`config.mk`:
```
export PLATFORM = sky130hd
export DESIGN_NAME = chp_protection_regs
export DESIGN_NICKNAME = d
export VERILOG_FILES = /design/src/design/chp_pkg.sv /design/src/design/chp_protection_regs.sv
export SDC_FILE = /design/constraint.sdc
export NUM_CORES = 1
export LEC_CHECK = 0
export BUFFER_PORTS_ARGS = -buffer_cell sky130_fd_sc_hd__buf_2
export CORE_UTILIZATION = 30
export DETAILED_ROUTE_END_ITERATION = 10
export SYNTH_ARGS = -nofsm -noshare
export SYNTH_HDL_FRONTEND = slang
export SYNTH_HIERARCHICAL = 1
export SYNTH_SLANG_ARGS = --single-unit
```
`constraint.sdc`:
```
create_clock -name clk_sys -period 4.1 [get_ports clk_sys]
set_input_delay 0.615 -clock clk_sys [delete_from_list [all_inputs] [get_ports clk_sys]]
set_output_delay 0.615 -clock clk_sys [all_outputs]
set_load 0.05 [all_outputs]
```
`src/design/chp_pkg.sv`:
```
// Summary of operation
// - Undercurrent enable gates timeout and fall protection
// - Level bit picks 300/150 or 500/250 mA
// - Input overcurrent limit from mode base plus code
// - Bus error filters: 100ns/100us high, 10us/1ms low
// - Blanking after soft start is 100ms times 2^code
// - Fall filter 10us, 8ms, 64ms or 256ms
// - Battery overvoltage 4V plus 25mV steps, saturating
// - One bit selects 2 or 5 milliohm sense
// - Battery overcurrent 3A plus 100mA steps
// - Regulation lasting 650ms stops charging unless disabled
// - Current regulation lengthens battery overcurrent filter 500us
// - Current regulation margin 200 to 500mA
// - Voltage regulation lengthens battery overvoltage filter 500us
// - Voltage regulation margin 50 to 200mV
// - Output overvoltage 4.6V plus 200mV steps
// - Output overvoltage filter 100us or 1ms
// - Each protection inactive while its enable is 0
// - Flag events set flags, unmasked ones pull interrupt
// - Condition flags survive reads while condition persists
// - Event flags clear on any read
// - Masked flags still set, no interrupt; masks reset 0
// - Read returns value, then clears
package chp_pkg;
	// Register offsets
	localparam logic [7:0] ADDR_INPUT_CURRENT_LIMITS      = 8'h07;
	localparam logic [7:0] ADDR_BUS_DEGLITCH_TIMING       = 8'h08;
	localparam logic [7:0] ADDR_BATTERY_OVERVOLTAGE_CONFIG = 8'h09;
	localparam logic [7:0] ADDR_BATTERY_OVERCURRENT_CONFIG = 8'h0a;
	localparam logic [7:0] ADDR_REGULATION_CONFIG         = 8'h0b;
	localparam logic [7:0] ADDR_OUTPUT_OVERVOLTAGE_CONFIG = 8'h0c;
	localparam logic [7:0] ADDR_FAULT_FLAGS_FIRST         = 8'h0d;
	localparam logic [7:0] ADDR_FAULT_MASKS_FIRST         = 8'h0e;
	// Reset values
	localparam logic [7:0] RST_INPUT_CURRENT_LIMITS = 8'hb9;
	localparam logic [7:0] RST_BUS_DEGLITCH_TIMING  = 8'h06;
	localparam logic [7:0] RST_BATTERY_OV           = 8'h8e;
	localparam logic [7:0] RST_BATTERY_OC           = 8'hb4;
	localparam logic [7:0] RST_REGULATION           = 8'h24;
	localparam logic [7:0] RST_OUTPUT_OV            = 8'h0b;
	localparam logic [7:0] RST_FLAGS                = 8'h00;
	localparam logic [7:0] RST_MASKS                = 8'h00;
	// Writable bits; reserved bits read zero
	localparam logic [7:0] WM_BUS_DEGLITCH = 8'h3f;
	localparam logic [7:0] WM_BATTERY_OV   = 8'hbf;
	localparam logic [7:0] WM_REGULATION   = 8'h7f;
	localparam logic [7:0] WM_OUTPUT_OV    = 8'h0f;
	// Flags cleared by a read only once their condition is gone
	localparam logic [7:0] COND_HELD_FLAGS = 8'he8;
	// Register layouts
	typedef struct packed {
		logic       input_undercurrent_enable;
		logic       input_undercurrent_level;
		logic       input_overcurrent_enable;
		logic [4:0] input_overcurrent_limit;
	} chp_icl_t;
	typedef struct packed {
		logic [1:0] rsvd;
		logic       bus_high_error_filter;
		logic       bus_low_error_filter;
		logic [1:0] undercurrent_blanking_code;
		logic [1:0] undercurrent_fall_filter;
	} chp_bdt_t;
	typedef struct packed {
		logic       battery_overvoltage_enable;
		logic       rsvd;
		logic [5:0] battery_overvoltage_level;
	} chp_bov_t;
	typedef struct packed {
		logic       battery_overcurrent_enable;
		logic       sense_resistor_select;
		logic [5:0] battery_overcurrent_limit;
	} chp_boc_t;
	typedef struct packed {
		logic       rsvd;
		logic       regulation_timeout_off;
		logic       battery_current_regulation_on;
		logic [1:0] battery_current_margin;
		logic       battery_voltage_regulation_on;
		logic [1:0] battery_voltage_margin;
	} chp_reg_t;
	typedef struct packed {
		logic [3:0] rsvd;
		logic       output_overvoltage_enable;
		logic [1:0] output_overvoltage_level;
		logic       output_overvoltage_filter;
	} chp_oov_t;
	// Comparator and status levels from the analog side
	typedef struct packed {
		logic bus_high;
		logic bus_low;
		logic ucp_below_fall;
		logic ucp_above_rise;
		logic ibus_over;
		logic vbat_over;
		logic ibat_over;
		logic vout_over;
		logic regulating;
		logic soft_start_done;
		logic switching_on;
		logic divider_mode;
		logic adapter_over;
		logic adapter_pulldown;
		logic bus_pulldown;
		logic drop_over;
		logic bus_over;
	} chp_sense_t;
	// Protection actions, levels
	typedef struct packed {
		logic bus_high;
		logic bus_low;
		logic ucp_fall;
		logic ucp_timeout;
		logic ibus_over;
		logic vbat_over;
		logic ibat_over;
		logic vout_over;
		logic reg_timeout;
	} chp_trip_t;
	typedef struct packed {
		logic [15:0] ucp_rise_ma;
		logic [15:0] ucp_fall_ma;
		logic [15:0] input_overcurrent_limit_ma;
		logic [15:0] vbat_ovp_mv;
		logic [15:0] battery_overcurrent_config_ma;
		logic [15:0] battery_current_margin_ma;
		logic [15:0] vbat_reg_mv;
		logic [15:0] output_overvoltage_config_mv;
		logic        sense_5mohm;
	} chp_limits_t;
	// Threshold arithmetic
	localparam logic [15:0] UCP_RISE_LO = 16'd300;
	localparam logic [15:0] UCP_FALL_LO = 16'd150;
	localparam logic [15:0] UCP_RISE_HI = 16'd500;
	localparam logic [15:0] UCP_FALL_HI = 16'd250;
	localparam logic [15:0] IBUS_DIV_BASE = 16'd1500;
	localparam logic [15:0] IBUS_BYP_BASE = 16'd2500;
	localparam logic [15:0] STEP_100      = 16'd100;
	localparam logic [15:0] VBAT_BASE     = 16'd4000;
	localparam logic [15:0] VBAT_STEP     = 16'd25;
	localparam logic [5:0]  VBAT_SAT_CODE = 6'h28;
	localparam logic [15:0] IBAT_BASE     = 16'd3000;
	localparam logic [15:0] IREG_BASE     = 16'd200;
	localparam logic [15:0] VREG_BASE     = 16'd50;
	localparam logic [15:0] VREG_STEP     = 16'd50;
	localparam logic [15:0] VOUT_BASE     = 16'd4600;
	localparam logic [15:0] VOUT_STEP     = 16'd200;
	// Timing, figures in their own units
	localparam int CLK_KHZ        = 125000;
	localparam int T_HI_SHORT_NS  = 100;
	localparam int T_HI_LONG_US   = 100;
	localparam int T_LO_SHORT_US  = 10;
	localparam int T_LO_LONG_MS   = 1;
	localparam int T_BLK_BASE_MS  = 100;
	localparam int T_FALL0_US     = 10;
	localparam int T_FALL1_MS     = 8;
	localparam int T_FALL2_MS     = 64;
	localparam int T_FALL3_MS     = 256;
	localparam int T_REG_TO_MS    = 650;
	localparam int T_REG_DEG_US   = 500;
	localparam int T_OOV_SHORT_US = 100;
	localparam int T_OOV_LONG_MS  = 1;
	localparam int T_BASE_DEG_NS  = 100;
	localparam int CYC_HI_SHORT  = (T_HI_SHORT_NS * CLK_KHZ + 999999) / 1000000;
	localparam int CYC_LO_SHORT  = T_LO_SHORT_US * CLK_KHZ / 1000;
	localparam int CYC_FALL0     = T_FALL0_US * CLK_KHZ / 1000;
	localparam int CYC_BASE_DEG  = (T_BASE_DEG_NS * CLK_KHZ + 999999) / 1000000;
	localparam int CYC_HI_LONG   = T_HI_LONG_US * CLK_KHZ / 1000;
	localparam int CYC_LO_LONG   = T_LO_LONG_MS * CLK_KHZ;
	localparam int CYC_BLK_BASE  = T_BLK_BASE_MS * CLK_KHZ;
	localparam int CYC_FALL1     = T_FALL1_MS * CLK_KHZ;
	localparam int CYC_FALL2     = T_FALL2_MS * CLK_KHZ;
	localparam int CYC_FALL3     = T_FALL3_MS * CLK_KHZ;
	localparam int CYC_REG_TO    = T_REG_TO_MS * CLK_KHZ;
	localparam int CYC_REG_DEG   = T_REG_DEG_US * CLK_KHZ / 1000;
	localparam int CYC_OOV_SHORT = T_OOV_SHORT_US * CLK_KHZ / 1000;
	localparam int CYC_OOV_LONG  = T_OOV_LONG_MS * CLK_KHZ;
	localparam int CNT_W         = 27;
endpackage : chp_pkg

```
`src/design/chp_protection_regs.sv`:
```
`timescale 1ns/1ps
`default_nettype none

module chp_deglitch #(
	parameter int CW = 27
) (
	input  wire logic          clk_sys,
	input  wire logic          rst_n,
	input  wire logic          cond,
	input  wire logic [CW-1:0] limit,
	output var  logic          held
);
	logic [CW-1:0] cnt_ff;
	logic [CW-1:0] nxt_cnt;

	always_comb begin
		nxt_cnt = cnt_ff;
		if (!cond) begin
			nxt_cnt = '0;
		end else if (cnt_ff < limit) begin
			nxt_cnt = cnt_ff + 1'b1;
		end
	end

	always_ff @(posedge clk_sys or negedge rst_n) begin
		if (!rst_n) begin
			cnt_ff <= '0;
			held   <= 1'b0;
		end else begin
			cnt_ff <= nxt_cnt;
			// A limit shortened mid-count still trips instead of wrapping
			held   <= cond && (nxt_cnt >= limit);
		end
	end
endmodule : chp_deglitch

module chp_protection_regs #(
	parameter int P_CYC_HI_LONG   = chp_pkg::CYC_HI_LONG,
	parameter int P_CYC_LO_LONG   = chp_pkg::CYC_LO_LONG,
	parameter int P_CYC_BLK_BASE  = chp_pkg::CYC_BLK_BASE,
	parameter int P_CYC_FALL1     = chp_pkg::CYC_FALL1,
	parameter int P_CYC_FALL2     = chp_pkg::CYC_FALL2,
	parameter int P_CYC_FALL3     = chp_pkg::CYC_FALL3,
	parameter int P_CYC_REG_TO    = chp_pkg::CYC_REG_TO,
	parameter int P_CYC_REG_DEG   = chp_pkg::CYC_REG_DEG,
	parameter int P_CYC_OOV_SHORT = chp_pkg::CYC_OOV_SHORT,
	parameter int P_CYC_OOV_LONG  = chp_pkg::CYC_OOV_LONG
) (
	// Clock and reset
	input  wire logic                 clk_sys,
	input  wire logic                 rst_n,
	// Register port behind the serial target
	input  wire logic [7:0]           reg_addr,
	input  wire logic                 reg_wr_en,
	input  wire logic                 reg_rd_en,
	input  wire logic [7:0]           reg_wdata,
	output var  logic [7:0]           reg_rdata,
	output var  logic                 reg_rd_valid,
	// Analog comparators and power stage status
	input  wire chp_pkg::chp_sense_t  sense_async,
	// Protection actions and thresholds
	output var  chp_pkg::chp_trip_t   trip,
	output var  chp_pkg::chp_limits_t limits,
	// Interrupt pin
	output var  logic                 interrupt_out_n
);
	localparam int CW = chp_pkg::CNT_W;

	if (P_CYC_BLK_BASE * 8 >= (1 << CW) || P_CYC_REG_TO >= (1 << CW) ||
	    P_CYC_FALL3 >= (1 << CW) || P_CYC_HI_LONG < 1) begin : g_bad_count
		$error("chp_protection_regs: count does not fit the timer width");
	end

	chp_pkg::chp_icl_t  icl_ff;
	chp_pkg::chp_bdt_t  bdt_ff;
	chp_pkg::chp_bov_t  bov_ff;
	chp_pkg::chp_boc_t  boc_ff;
	chp_pkg::chp_reg_t  rgl_ff;
	chp_pkg::chp_oov_t  oov_ff;
	logic [7:0]         flags_ff;
	logic [7:0]         masks_ff;
	chp_pkg::chp_sense_t s1_ff, s2_ff, s3_ff, sf_ff;

	// Three-stage capture, a change counts once stages two and three agree
	always_ff @(posedge clk_sys or negedge rst_n) begin
		if (!rst_n) begin
			s1_ff <= '0;
			s2_ff <= '0;
			s3_ff <= '0;
			sf_ff <= '0;
		end else begin
			s1_ff <= sense_async;
			s2_ff <= s1_ff;
			s3_ff <= s2_ff;
			sf_ff <= (s2_ff & s3_ff) | (sf_ff & (s2_ff | s3_ff));
		end
	end

	// Register writes
	wire wr_icl = reg_wr_en && reg_addr == chp_pkg::ADDR_INPUT_CURRENT_LIMITS;
	always_ff @(posedge clk_sys or negedge rst_n) begin
		if (!rst_n) begin
			icl_ff   <= chp_pkg::RST_INPUT_CURRENT_LIMITS;
			bdt_ff   <= chp_pkg::RST_BUS_DEGLITCH_TIMING;
			bov_ff   <= chp_pkg::RST_BATTERY_OV;
			boc_ff   <= chp_pkg::RST_BATTERY_OC;
			rgl_ff   <= chp_pkg::RST_REGULATION;
			oov_ff   <= chp_pkg::RST_OUTPUT_OV;
			masks_ff <= chp_pkg::RST_MASKS;
		end else if (reg_wr_en) begin
			case (reg_addr)
				chp_pkg::ADDR_INPUT_CURRENT_LIMITS: begin
					// Level is frozen once switching runs
					icl_ff <= sf_ff.switching_on ?
						{reg_wdata[7], icl_ff.input_undercurrent_level, reg_wdata[5:0]} :
						reg_wdata;
				end
				chp_pkg::ADDR_BUS_DEGLITCH_TIMING: bdt_ff <= reg_wdata & chp_pkg::WM_BUS_DEGLITCH;
				chp_pkg::ADDR_BATTERY_OVERVOLTAGE_CONFIG: bov_ff <= reg_wdata & chp_pkg::WM_BATTERY_OV;
				chp_pkg::ADDR_BATTERY_OVERCURRENT_CONFIG: boc_ff <= reg_wdata;
				chp_pkg::ADDR_REGULATION_CONFIG: rgl_ff <= reg_wdata & chp_pkg::WM_REGULATION;
				chp_pkg::ADDR_OUTPUT_OVERVOLTAGE_CONFIG: oov_ff <= reg_wdata & chp_pkg::WM_OUTPUT_OV;
				chp_pkg::ADDR_FAULT_MASKS_FIRST: masks_ff <= reg_wdata;
				default: ;
			endcase
		end
	end

	// Threshold outputs
	logic [5:0] vbat_code;
	assign vbat_code = (bov_ff.battery_overvoltage_level >= chp_pkg::VBAT_SAT_CODE) ?
		chp_pkg::VBAT_SAT_CODE : bov_ff.battery_overvoltage_level;
	chp_pkg::chp_limits_t nxt_limits;
	always_comb begin
		nxt_limits.ucp_rise_ma = icl_ff.input_undercurrent_level ?
			chp_pkg::UCP_RISE_HI : chp_pkg::UCP_RISE_LO;
		nxt_limits.ucp_fall_ma = icl_ff.input_undercurrent_level ?
			chp_pkg::UCP_FALL_HI : chp_pkg::UCP_FALL_LO;
		nxt_limits.input_overcurrent_limit_ma = (sf_ff.divider_mode ? chp_pkg::IBUS_DIV_BASE : chp_pkg::IBUS_BYP_BASE)
			+ 16'(icl_ff.input_overcurrent_limit) * chp_pkg::STEP_100;
		nxt_limits.vbat_ovp_mv = chp_pkg::VBAT_BASE + 16'(vbat_code) * chp_pkg::VBAT_STEP;
		nxt_limits.battery_overcurrent_config_ma = chp_pkg::IBAT_BASE
			+ 16'(boc_ff.battery_overcurrent_limit) * chp_pkg::STEP_100;
		nxt_limits.battery_current_margin_ma = nxt_limits.battery_overcurrent_config_ma - (chp_pkg::IREG_BASE
			+ 16'(rgl_ff.battery_current_margin) * chp_pkg::STEP_100);
		nxt_limits.vbat_reg_mv = nxt_limits.vbat_ovp_mv - (chp_pkg::VREG_BASE
			+ 16'(rgl_ff.battery_voltage_margin) * chp_pkg::VREG_STEP);
		nxt_limits.output_overvoltage_config_mv = chp_pkg::VOUT_BASE
			+ 16'(oov_ff.output_overvoltage_level) * chp_pkg::VOUT_STEP;
		nxt_limits.sense_5mohm = boc_ff.sense_resistor_select;
	end
	always_ff @(posedge clk_sys or negedge rst_n) begin
		if (!rst_n) begin
			limits <= '0;
		end else begin
			limits <= nxt_limits;
		end
	end

	// Filter lengths
	logic [CW-1:0] lim_hi, lim_lo, lim_fall, lim_blk, lim_bov, lim_boc, lim_oov;
	logic [CW-1:0] lim_base, lim_to;
	always_comb begin
		lim_base = CW'(chp_pkg::CYC_BASE_DEG);
		lim_to   = CW'(P_CYC_REG_TO);
		lim_hi   = bdt_ff.bus_high_error_filter ? CW'(P_CYC_HI_LONG) :
			CW'(chp_pkg::CYC_HI_SHORT);
		lim_lo   = bdt_ff.bus_low_error_filter ? CW'(P_CYC_LO_LONG) :
			CW'(chp_pkg::CYC_LO_SHORT);
		lim_blk  = CW'(P_CYC_BLK_BASE) << bdt_ff.undercurrent_blanking_code;
		case (bdt_ff.undercurrent_fall_filter)
			2'h0:    lim_fall = CW'(chp_pkg::CYC_FALL0);
			2'h1:    lim_fall = CW'(P_CYC_FALL1);
			2'h2:    lim_fall = CW'(P_CYC_FALL2);
			default: lim_fall = CW'(P_CYC_FALL3);
		endcase
		lim_bov  = rgl_ff.battery_voltage_regulation_on ? CW'(P_CYC_REG_DEG) : lim_base;
		lim_boc  = rgl_ff.battery_current_regulation_on ? CW'(P_CYC_REG_DEG) : lim_base;
		lim_oov  = oov_ff.output_overvoltage_filter ? CW'(P_CYC_OOV_LONG) :
			CW'(P_CYC_OOV_SHORT);
	end

	// Undercurrent blanking after soft start
	logic          ucp_run;
	logic          seen_rise_ff;
	logic          blank_done_ff;
	logic [CW-1:0] blk_cnt_ff;
	logic          ucp_to_ev;
	assign ucp_run   = sf_ff.switching_on && icl_ff.input_undercurrent_enable;
	assign ucp_to_ev = ucp_run && sf_ff.soft_start_done && !blank_done_ff && !seen_rise_ff
		&& !sf_ff.ucp_above_rise && blk_cnt_ff == lim_blk - 1'b1;
	always_ff @(posedge clk_sys or negedge rst_n) begin
		if (!rst_n) begin
			seen_rise_ff  <= 1'b0;
			blank_done_ff <= 1'b0;
			blk_cnt_ff    <= '0;
		end else if (!ucp_run) begin
			seen_rise_ff  <= 1'b0;
			blank_done_ff <= 1'b0;
			blk_cnt_ff    <= '0;
		end else begin
			if (sf_ff.ucp_above_rise) begin
				seen_rise_ff <= 1'b1;
			end
			if (sf_ff.soft_start_done && !blank_done_ff) begin
				if (blk_cnt_ff == lim_blk - 1'b1) begin
					blank_done_ff <= 1'b1;
				end else begin
					blk_cnt_ff <= blk_cnt_ff + 1'b1;
				end
			end
		end
	end

	// Deglitch filters: high, low, fall, ibus, vbat, ibat, vout, regulation
	logic [7:0]    dg_cond, dg_held;
	logic [CW-1:0] dg_lim [8];
	always_comb begin
		dg_cond = {sf_ff.bus_high, sf_ff.bus_low, ucp_run && seen_rise_ff && sf_ff.ucp_below_fall,
			sf_ff.ibus_over, sf_ff.vbat_over, sf_ff.ibat_over, sf_ff.vout_over,
			sf_ff.regulating && !rgl_ff.regulation_timeout_off};
		dg_lim[7] = lim_hi;
		dg_lim[6] = lim_lo;
		dg_lim[5] = lim_fall;
		dg_lim[4] = lim_base;
		dg_lim[3] = lim_bov;
		dg_lim[2] = lim_boc;
		dg_lim[1] = lim_oov;
		dg_lim[0] = lim_to;
	end
	for (genvar i = 0; i < 8; i++) begin : g_dg
		chp_deglitch #(.CW(CW)) u_dg (
			.clk_sys (clk_sys),
			.rst_n   (rst_n),
			.cond    (dg_cond[i]),
			.limit   (dg_lim[i]),
			.held    (dg_held[i])
		);
	end

	// Protection actions; timeout holds until switching stops or undercurrent enable clears
	chp_pkg::chp_trip_t nxt_trip;
	always_comb begin
		nxt_trip.bus_high    = dg_held[7];
		nxt_trip.bus_low     = dg_held[6];
		nxt_trip.ucp_fall    = dg_held[5] && icl_ff.input_undercurrent_enable;
		nxt_trip.ucp_timeout = (ucp_to_ev || trip.ucp_timeout) && ucp_run;
		nxt_trip.ibus_over   = dg_held[4] && icl_ff.input_overcurrent_enable;
		nxt_trip.vbat_over   = dg_held[3] && bov_ff.battery_overvoltage_enable;
		nxt_trip.ibat_over   = dg_held[2] && boc_ff.battery_overcurrent_enable;
		nxt_trip.vout_over   = dg_held[1] && oov_ff.output_overvoltage_enable;
		nxt_trip.reg_timeout = dg_held[0] && !rgl_ff.regulation_timeout_off;
	end
	always_ff @(posedge clk_sys or negedge rst_n) begin
		if (!rst_n) begin
			trip <= '0;
		end else begin
			trip <= nxt_trip;
		end
	end

	// Fault flags; a set in the clearing cycle wins
	logic       drop_prev_ff;
	logic [7:0] flag_set, flag_clr, nxt_flags;
	logic       rd_flags;
	assign rd_flags = reg_rd_en && reg_addr == chp_pkg::ADDR_FAULT_FLAGS_FIRST;
	always_comb begin
		flag_set = {sf_ff.adapter_over, sf_ff.adapter_pulldown, sf_ff.bus_pulldown,
			sf_ff.drop_over && !drop_prev_ff, sf_ff.bus_over,
			nxt_trip.ibus_over && !trip.ibus_over,
			nxt_trip.ucp_timeout && !trip.ucp_timeout,
			nxt_trip.ucp_fall && !trip.ucp_fall};
		flag_clr = rd_flags ? ~(chp_pkg::COND_HELD_FLAGS & flag_set) : 8'h00;
		nxt_flags = (flags_ff & ~flag_clr) | flag_set;
	end
	always_ff @(posedge clk_sys or negedge rst_n) begin
		if (!rst_n) begin
			flags_ff     <= chp_pkg::RST_FLAGS;
			drop_prev_ff <= 1'b0;
		end else begin
			flags_ff     <= nxt_flags;
			drop_prev_ff <= sf_ff.drop_over;
		end
	end

	// Interrupt pin, masked flags still latch
	always_ff @(posedge clk_sys or negedge rst_n) begin
		if (!rst_n) begin
			interrupt_out_n <= 1'b1;
		end else begin
			interrupt_out_n <= ~|(flags_ff & ~masks_ff);
		end
	end

	// Read data; unmapped offsets answer zero
	always_ff @(posedge clk_sys or negedge rst_n) begin
		if (!rst_n) begin
			reg_rdata    <= 8'h00;
			reg_rd_valid <= 1'b0;
		end else begin
			reg_rd_valid <= reg_rd_en;
			if (reg_rd_en) begin
				case (reg_addr)
					chp_pkg::ADDR_INPUT_CURRENT_LIMITS:       reg_rdata <= icl_ff;
					chp_pkg::ADDR_BUS_DEGLITCH_TIMING:        reg_rdata <= bdt_ff;
					chp_pkg::ADDR_BATTERY_OVERVOLTAGE_CONFIG: reg_rdata <= bov_ff;
					chp_pkg::ADDR_BATTERY_OVERCURRENT_CONFIG: reg_rdata <= boc_ff;
					chp_pkg::ADDR_REGULATION_CONFIG:          reg_rdata <= rgl_ff;
					chp_pkg::ADDR_OUTPUT_OVERVOLTAGE_CONFIG:  reg_rdata <= oov_ff;
					chp_pkg::ADDR_FAULT_FLAGS_FIRST:          reg_rdata <= flags_ff;
					chp_pkg::ADDR_FAULT_MASKS_FIRST:          reg_rdata <= masks_ff;
					default:                                  reg_rdata <= 8'h00;
				endcase
			end
		end
	end
endmodule : chp_protection_regs

`default_nettype wire

```
==> results of run 1 <==
==> cells by family after synthesis <==
family                   Yosys count  share of synthesized area
AO/OA/AOI/OAI                    588                      0.111
XOR/XNOR                         218                     0.0557
adder cells (fa/ha/maj)          567                      0.207
buffers and inverters            477                     0.0611
flip-flops                       471                      0.345
multiplexers                      77                     0.0248
other                              2                   0.000219
AND/OR/NAND/NOR                 1172                      0.195
==> critical path, stage by stage (launching register included) <==
cell,delay (ps)
dfstp_2,570
inv_2,50
inv_2,50
ha_1,230
a21o_1,160
a211o_1,260
a41oi_2,180
o22ai_2,120
buf_4,150
or2_4,270
buf_6,130
o21ai_1,130
a21oi_1,110
ha_1,350
nand4_1,140
or2_4,280
nor4_4,320
nand2_1,120
nor4_2,210
a2111oi_2,80
a31oi_1,140
==> what timing repair did <==
action	CTS	global route
endpoints found under the setup margin	10	15
setup buffers	34	47
cloned	2	1
hold buffers	1	0
hold endpoints to repair	19	0
pin swaps	71	133
gates resized for setup	96	203
==> registers in the layout, indices dropped and copies added, names as in the netlist, 9 cells and up <==
| name | flops |
|---|---|
| s1_ff | 17 |
| trip | 9 |
| g_dg.u_dg/cnt_ff | 216 |
| blk_cnt_ff | 27 |
| s3_ff | 17 |
| s2_ff | 17 |
| limits | 74 |
==> final cells by class <==
| cell class | count | share of cell area |
|---|---|---|
| sequential | 471 | 0.273 |
| antenna | 3 | 0.000173 |
| clock inverter | 40 | 0.0124 |
| inverter | 345 | 0.0302 |
| tap | 1500 | 0.0433 |
| clock buffer | 71 | 0.0367 |
| multi-input combinational | 2826 | 0.519 |
| timing repair buffer | 512 | 0.0855 |
==> power groups by stage <==
stage	clock (mW)	sequential [mW]	combinational, mW
5_1_grt	6.13	5.16	3.36
4_1_cts	5.93	5.13	2.89
3_3_place_gp	0	5.21	2.82
3_5_place_dp	0	5.21	2.85
6_report	5.72	5.13	3.04
2_1_floorplan	0	5.76	1.50
==> synthesized netlist by cell type, types with 10 or more instances <==
cell type / instances
a211oi_1: 10
xnor2_1: 115
and4_1: 25
or2_2: 15
a21o_1: 98
nand2b_1: 42
o211ai_1: 11
nand4_1: 97
mux2i_1: 31
dfstp_2: 21
and2_1: 115
maj3_1: 17
clkbuf_1: 42
nand3_1: 102
o21a_1: 15
o21ai_0: 98
nor2_1: 164
nor4_1: 53
mux2_2: 44
nor3b_1: 17
nand2_1: 237
a21oi_1: 194
nor3_1: 100
o21ai_1: 10
a21boi_0: 14
buf_4: 68
and3_1: 34
xor2_1: 103
ha_1: 542
a2111oi_0: 13
o22ai_1: 16
nor4_2: 33
and4_4: 10
nor2b_1: 40
or3_1: 15
inv_1: 345
o31ai_1: 13
buf_2: 16
dfrtp_1: 450
==> worst min path at each step <==
stage / startpoint / to / slack [ps] / cells after the start
floorplan: rst_n / bdt_ff[0]$_DFFE_PN0P_ / 320 / 0
global placement: s1_ff[12]$_DFF_PN0_ / s2_ff[12]$_DFF_PN0_ / 330 / 0
detailed placement: s1_ff[12]$_DFF_PN0_ / s2_ff[12]$_DFF_PN0_ / 340 / 0
CTS: sense_async[8] / s1_ff[8]$_DFF_PN0_ / 0.6 / 1
global route: sense_async[8] / s1_ff[8]$_DFF_PN0_ / 8 / 1
finish: sense_async[8] / s1_ff[8]$_DFF_PN0_ / 60 / 1
==> metal layers <==
| layer | track usage | share of wire |
|---|---|---|
| met4 | 0.0366 | 0.024 |
| met5 | 0 | 0.00046 |
| met1 | 0.203 | 0.47 |
| met2 | 0.246 | 0.46 |
| met3 | 0.0260 | 0.047 |
==> metrics by stage <==
step	util	setup WS, ps	instance area [sq um]
after floorplan	-	5.16	35000
after global placement	0.346	-293	39100
after detailed placement	0.346	-354	39100
after CTS	0.371	-5.55	41900
after global routing	0.383	-207	43300
final	0.384	-38.6	43300
==> metrics.txt, run 1 <==
Reg area=11800 sq um; vias in the first global route=27400; non-filler cells, final=5768; die width=340 um; vias=27400; CP endpoint kind=register; crit path max fanout=6; Int Pwr=9.43 mW; Pre-Repair DR Iteration Count=7; clock buffer count from CTS=59; Worst-path clk slew=60 ps; Seq/Total Area, Yosys=0.345; remaining antenna violation count=0; # clock sinks=471; Reg2Reg Launch Point=oov_ff[0]$_DFFE_PN1P_; Yosys reg bits=471; DRC violations left=0; total gr overflow=0; DIE HEIGHT=340 um; Initial Util=0.303; Reg power frac=0.369; Synth Area per Inst=9.60 sq um; fill count=11200; Synth cell types=86; FF-to-FF path depth=20; clock tree buffer depth=3; worst-skew pair later-pin latency=660 ps; Switching Fraction=0.320; top-level I/O count=185; Area Growth Syn to Fin=26.4%; layout cells sized above 1=0.232; wirelength, routed=87700 um; Warnings, synthesis=6; CTS tree=built; CTS Root Cell=clkbuf_16; area leader, netlist=dfrtp_1; power density over cell area=320 nW/um^2; H-tree Lvls=2; synthesized instance count=3572; Placed Cells=5570; initial antenna violation count=7; first-pass GRT wire length=142000 um; Nets=4802; Yosys top cell area share=0.329; row count=123; Final GP Congestion=0.847; Top FF cell, synth=dfrtp_1; GRT Total Usage=0.150; Slew HR=0.218; Leakage=21.3 nW; largest net degree at the start of global routing=83; Routed WL per cell=15.2 um; Post-synth EDFFs=0; Final Setup Violations=1; FMAX=0.242 GHz; CP required=4680 ps; hold_ws=55.8 ps; Max Cap Violations=0; commonest non-fill, non-tap cell in the layout=ha_1; critical path endpoint=g_dg[1].u_dg/held$_DFF_PN0_; ranking of synthesized cells by area=dfrtp_1 (33%), ha_1 (20%), inv_1 (3.8%), xnor2_1 (2.9%), a21oi_1 (2.8%); status=complete, but fails checks; final setup margin=-38.6 ps; Async S/R FF share, synth=1.00; multi-input logic area=22500 sq um; synthesized area=34300 sq um; Setup crit start=oov_ff[0]$_DFFE_PN1P_; CP Class=reg2reg; setup TNS=-38.6 ps; RSZ-0062 raised after global routing=true; CP arrival=4720 ps; Peak VDD IR=0.316 mV; startpoint types=register; Port Buffers=145; commonest cells after routing, fill and taps aside=ha_1 (504), dfrtp_1 (448), buf_4 (334); clock power share=0.412; Slew Viols, Final=0; Worst R2R End=g_dg[1].u_dg/held$_DFF_PN0_; failing checks=negative setup slack; Worst-Margin Slew=1160 ps; worst hold path type=in2reg; combinational share of power=0.219; area of the die=116000 sq um; Pwr Total=13.9 mW; clock skew=29.2 ps; vias per inst=4.74; DRT iter0 DRCs=1297; Hold Violations, Final=0; P_sw=4.45 mW; period utilisation layout=1.01; DP Wirelength=65900 um; Core Box Area=113000 sq um; min Tclk post-route=4140 ps; R2R Setup Slk=-40 ps
No activity file was read; power rests on OpenSTA's default activity.
==> run 2, diff against run 1 <==
Settings changed: CORE_UTILIZATION 30 to 55, PLACE_DENSITY from default to 0.77, SYNTH_HIERARCHICAL 1 to default.
==> run 2 against run 1 <==
Effect of this change: the run still ends with negative setup slack left; via count down 28%; combinational power down 9.9%; critical path depth down 3; power down 7.2%; die area down 59%; worst setup slack worse by 130 ps; clock skew down 14 ps; sequential power about the same; critical endpoint is now g_dg[5].u_dg.held$_DFF_PN0_; largest cell class unchanged.
==> metrics.txt, run 2 <==
area leader, netlist=dfrtp_1; Seq/Total Area, Yosys=0.458; Int Pwr=8.94 mW; largest net degree at the start of global routing=95; Warnings, synthesis=0; synthesized instance count=2465; RSZ-0062 raised after global routing=true; Final Setup Violations=4; Yosys reg bits=471; Post-synth EDFFs=0; most instantiated library cell after synthesis=dfrtp_1; Reg power frac=0.399; Setup crit start=bdt_ff[1]$_DFFE_PN1P_; CTS tree=built; Peak VDD IR=0.771 mV; fill count=3521; Routed WL per cell=18.0 um; period utilisation layout=1.04; post-synthesis xor/xnor area fraction=0.0570; Simple-Gate Fraction of Synth Area=0.187; initial antenna violation count=3; largest family of logic cells by synthesized area=simple AND/OR/NAND/NOR gates; area of the die=47800 sq um; Synth cell types=92; DIE HEIGHT=219 um; setup TNS=-271 ps; crit-path cells=ha_4 -> inv_4 -> ha_4 -> a211o_1 -> a22o_1 -> o211a_4 -> nor4_4 -> nand3_2 -> buf_6 -> or3_1 -> a21oi_2 -> ha_1 -> a21oi_2 -> nor2b_1 -> o21ai_1 -> nand4_1 -> o31a_1; Area Growth Syn to Fin=16.9%; R2R Setup Slk=-170 ps; Reg2Reg Launch Point=bdt_ff[1]$_DFFE_PN1P_; status=complete, but fails checks; top-level I/O count=185; layout cells sized above 1=0.198; max FFs per register=216; min Tclk post-route=4270 ps; non-filler cells, final=3370; CTS Root Cell=clkbuf_16; power density over cell area=427 nW/um^2; Top FF cell, synth=dfrtp_1; remaining antenna violation count=0; wirelength, routed=60600 um; Core Box Area=46500 sq um; Hold Violations, Final=0; Worst R2R End=g_dg[5].u_dg.held$_DFF_PN0_; Yosys top cell area share=0.436; clock tree buffer depth=3; die width=219 um; CP arrival=4760 ps; DRC violations left=0; clock buffer count from CTS=51; worst hold path type=in2async; Top reg by flops=g_dg.u_dg.cnt_ff; Async S/R FF share, synth=1.00; CP Class=reg2reg; DRT iter0 DRCs=1460; Slew HR=0.363; Max Cap Violations=0; Synth Area per Inst=10.5 sq um; mux cell area share after synthesis=0.0296; Commonest cells post-synth=dfrtp_1 (450), ha_1 (234), nor2_1 (174), inv_1 (157), nand2_1 (146); worst slack at placement=-312 ps; Top Registers=g_dg.u_dg.cnt_ff: 216 flops, limits: 74 flops, blk_cnt_ff: 27 flops; Slew Viols, Final=0; FMAX=0.234 GHz; startpoint types=register; Leakage=14.3 nW; H-tree Lvls=2; Post-Synth Adder-Cell Area=0.126; first-pass GRT wire length=98000 um; failing checks=negative setup slack; hold buffer count at cts=0; CP endpoint kind=register; total gr overflow=0; ranking of synthesized cells by area=dfrtp_1 (44%), ha_1 (11%), xnor2_1 (3.5%), and2_1 (2.6%), nor2_1 (2.5%); Crit-path slowest cell=dfstp_2; vias per inst=5.81; Cell Area, Placed=27600 sq um; P_sw=3.95 mW; Nets=2997; DP Wirelength=42900 um; Initial Util=0.556; clock skew=15.2 ps; Switching Fraction=0.307; Worst-Margin Slew=956 ps; critical path endpoint=g_dg[5].u_dg.held$_DFF_PN0_; commonest cells after routing, fill and taps aside=dfrtp_1 (449), ha_1 (216), nor2_1 (169); commonest non-fill, non-tap cell in the layout=dfrtp_1; combinational share of power=0.213; Placed Cells=3244; row count=79; final setup margin=-166 ps; crit path max fanout=4; Final GP Congestion=0.920; Worst-path clk slew=60 ps; Pwr Total=12.9 mW; CP max stage delay=630 ps; Synth Area in Compound Gates=0.0957; synthesized area=25800 sq um; CP required=4590 ps; clock power share=0.388; Port Buffers=145; # clock sinks=471; vias in the first global route=19500; Finished Cell Area=30200 sq um; GRT Total Usage=0.252; vias=19600; FF-to-FF path depth=17; Pre-Repair DR Iteration Count=5; worst-skew pair later-pin latency=600 ps
-- run 2: changes by cell type in the layout (fill, tap and decap cells not counted), sizes merged, moves of 54 or more --
cell,before,now
nand2,241,146
conb,202,41
ha,542,234
inv,348,158
nor3,104,43
a21oi,194,70
a21o,98,22
buf,510,267
nand4,103,49
-- run 2: worst max-delay path, delay by kind of cell (launching register included) --
kind | cells | cell delay (ps)
and+or+nand+nor | 5 | 1040
buffers and inverters | 2 | 210
DFF | 1 | 630
adders and majority gates | 3 | 670
AOI/OAI and AO/OA | 7 | 1590
-- run 2: cell type report --
| cell class | instances | area [sq um] | area share |
|---|---|---|---|
| Inverter | 157 | 613 | 0.0203 |
| Clock buffer | 65 | 1430 | 0.0473 |
| Multi-Input combinational cell | 1770 | 13400 | 0.444 |
| Antenna cell | 2 | 5.00 | 0.000166 |
| Clock inverter | 31 | 417 | 0.0138 |
| Timing Repair Buffer | 267 | 1750 | 0.0579 |
| Tap cell | 607 | 759 | 0.0252 |
| Sequential cell | 471 | 11800 | 0.391 |
-- run 2: worst min-delay path by stage --
stage	startpoint	to	depth (start not counted)	slack, ps
2_1_floorplan	rst_n	bdt_ff[0]$_DFFE_PN0P_	0	320
3_3_place_gp	s1_ff[8]$_DFF_PN0_	s2_ff[8]$_DFF_PN0_	0	330
3_5_place_dp	g_dg[7].u_dg.held$_DFF_PN0_	trip[8]$_DFF_PN0_	0	340
4_1_cts	rst_n	g_dg[6].u_dg.cnt_ff[24]$_DFF_PN0_	1	30
5_1_grt	rst_n	g_dg[6].u_dg.cnt_ff[20]$_DFF_PN0_	1	70
6_report	rst_n	g_dg[6].u_dg.cnt_ff[20]$_DFF_PN0_	1	20
-- run 2: cells by family (layout without fill, tap and decap cells) --
logic type / Yosys count / count (layout)
adders and majority gates: 259 / 259
and+or+nand+nor: 884 / 884
other: 2 / 43
buffers and inverters: 263 / 520
xor gates and xnor gates: 168 / 168
DFF: 471 / 471
AOI/OAI and AO/OA: 348 / 348
muxes: 70 / 70
-- run 2: layer usage --
layer	track usage	routed length, um	up-vias
li1	-	-	9209
met1	0.337	26300	9655
met2	0.415	29100	564
met3	0.0365	3100	153
met4	0.0933	2140	2
met5	0	14	-
-- run 2: stage by stage --
step,utilization,hold WS [ps]
after floorplan,-,319
after detailed placement,0.595,336
after CTS,0.639,29.3
final,0.650,16.1
after global routing,0.650,68.7
after global placement,0.595,333
-- run 2: what timing repair did --
action | CTS | global route
setup endpoints to repair | 9 | 15
setup buffers | 8 | 20
pin swaps | 26 | 45
resized for setup | 33 | 63
-- run 2: power groups by stage --
| stage | Combinational (mW) | Clock (mW) | Sequential (mW) |
|---|---|---|---|
| 3_3_place_gp | 2.47 | 0 | 5.21 |
| 4_1_cts | 2.58 | 5.11 | 5.14 |
| 2_1_floorplan | 1.28 | 0 | 5.78 |
| 3_5_place_dp | 2.53 | 0 | 5.22 |
| 5_1_grt | 3.00 | 5.29 | 5.17 |
| 6_report | 2.74 | 5.01 | 5.14 |
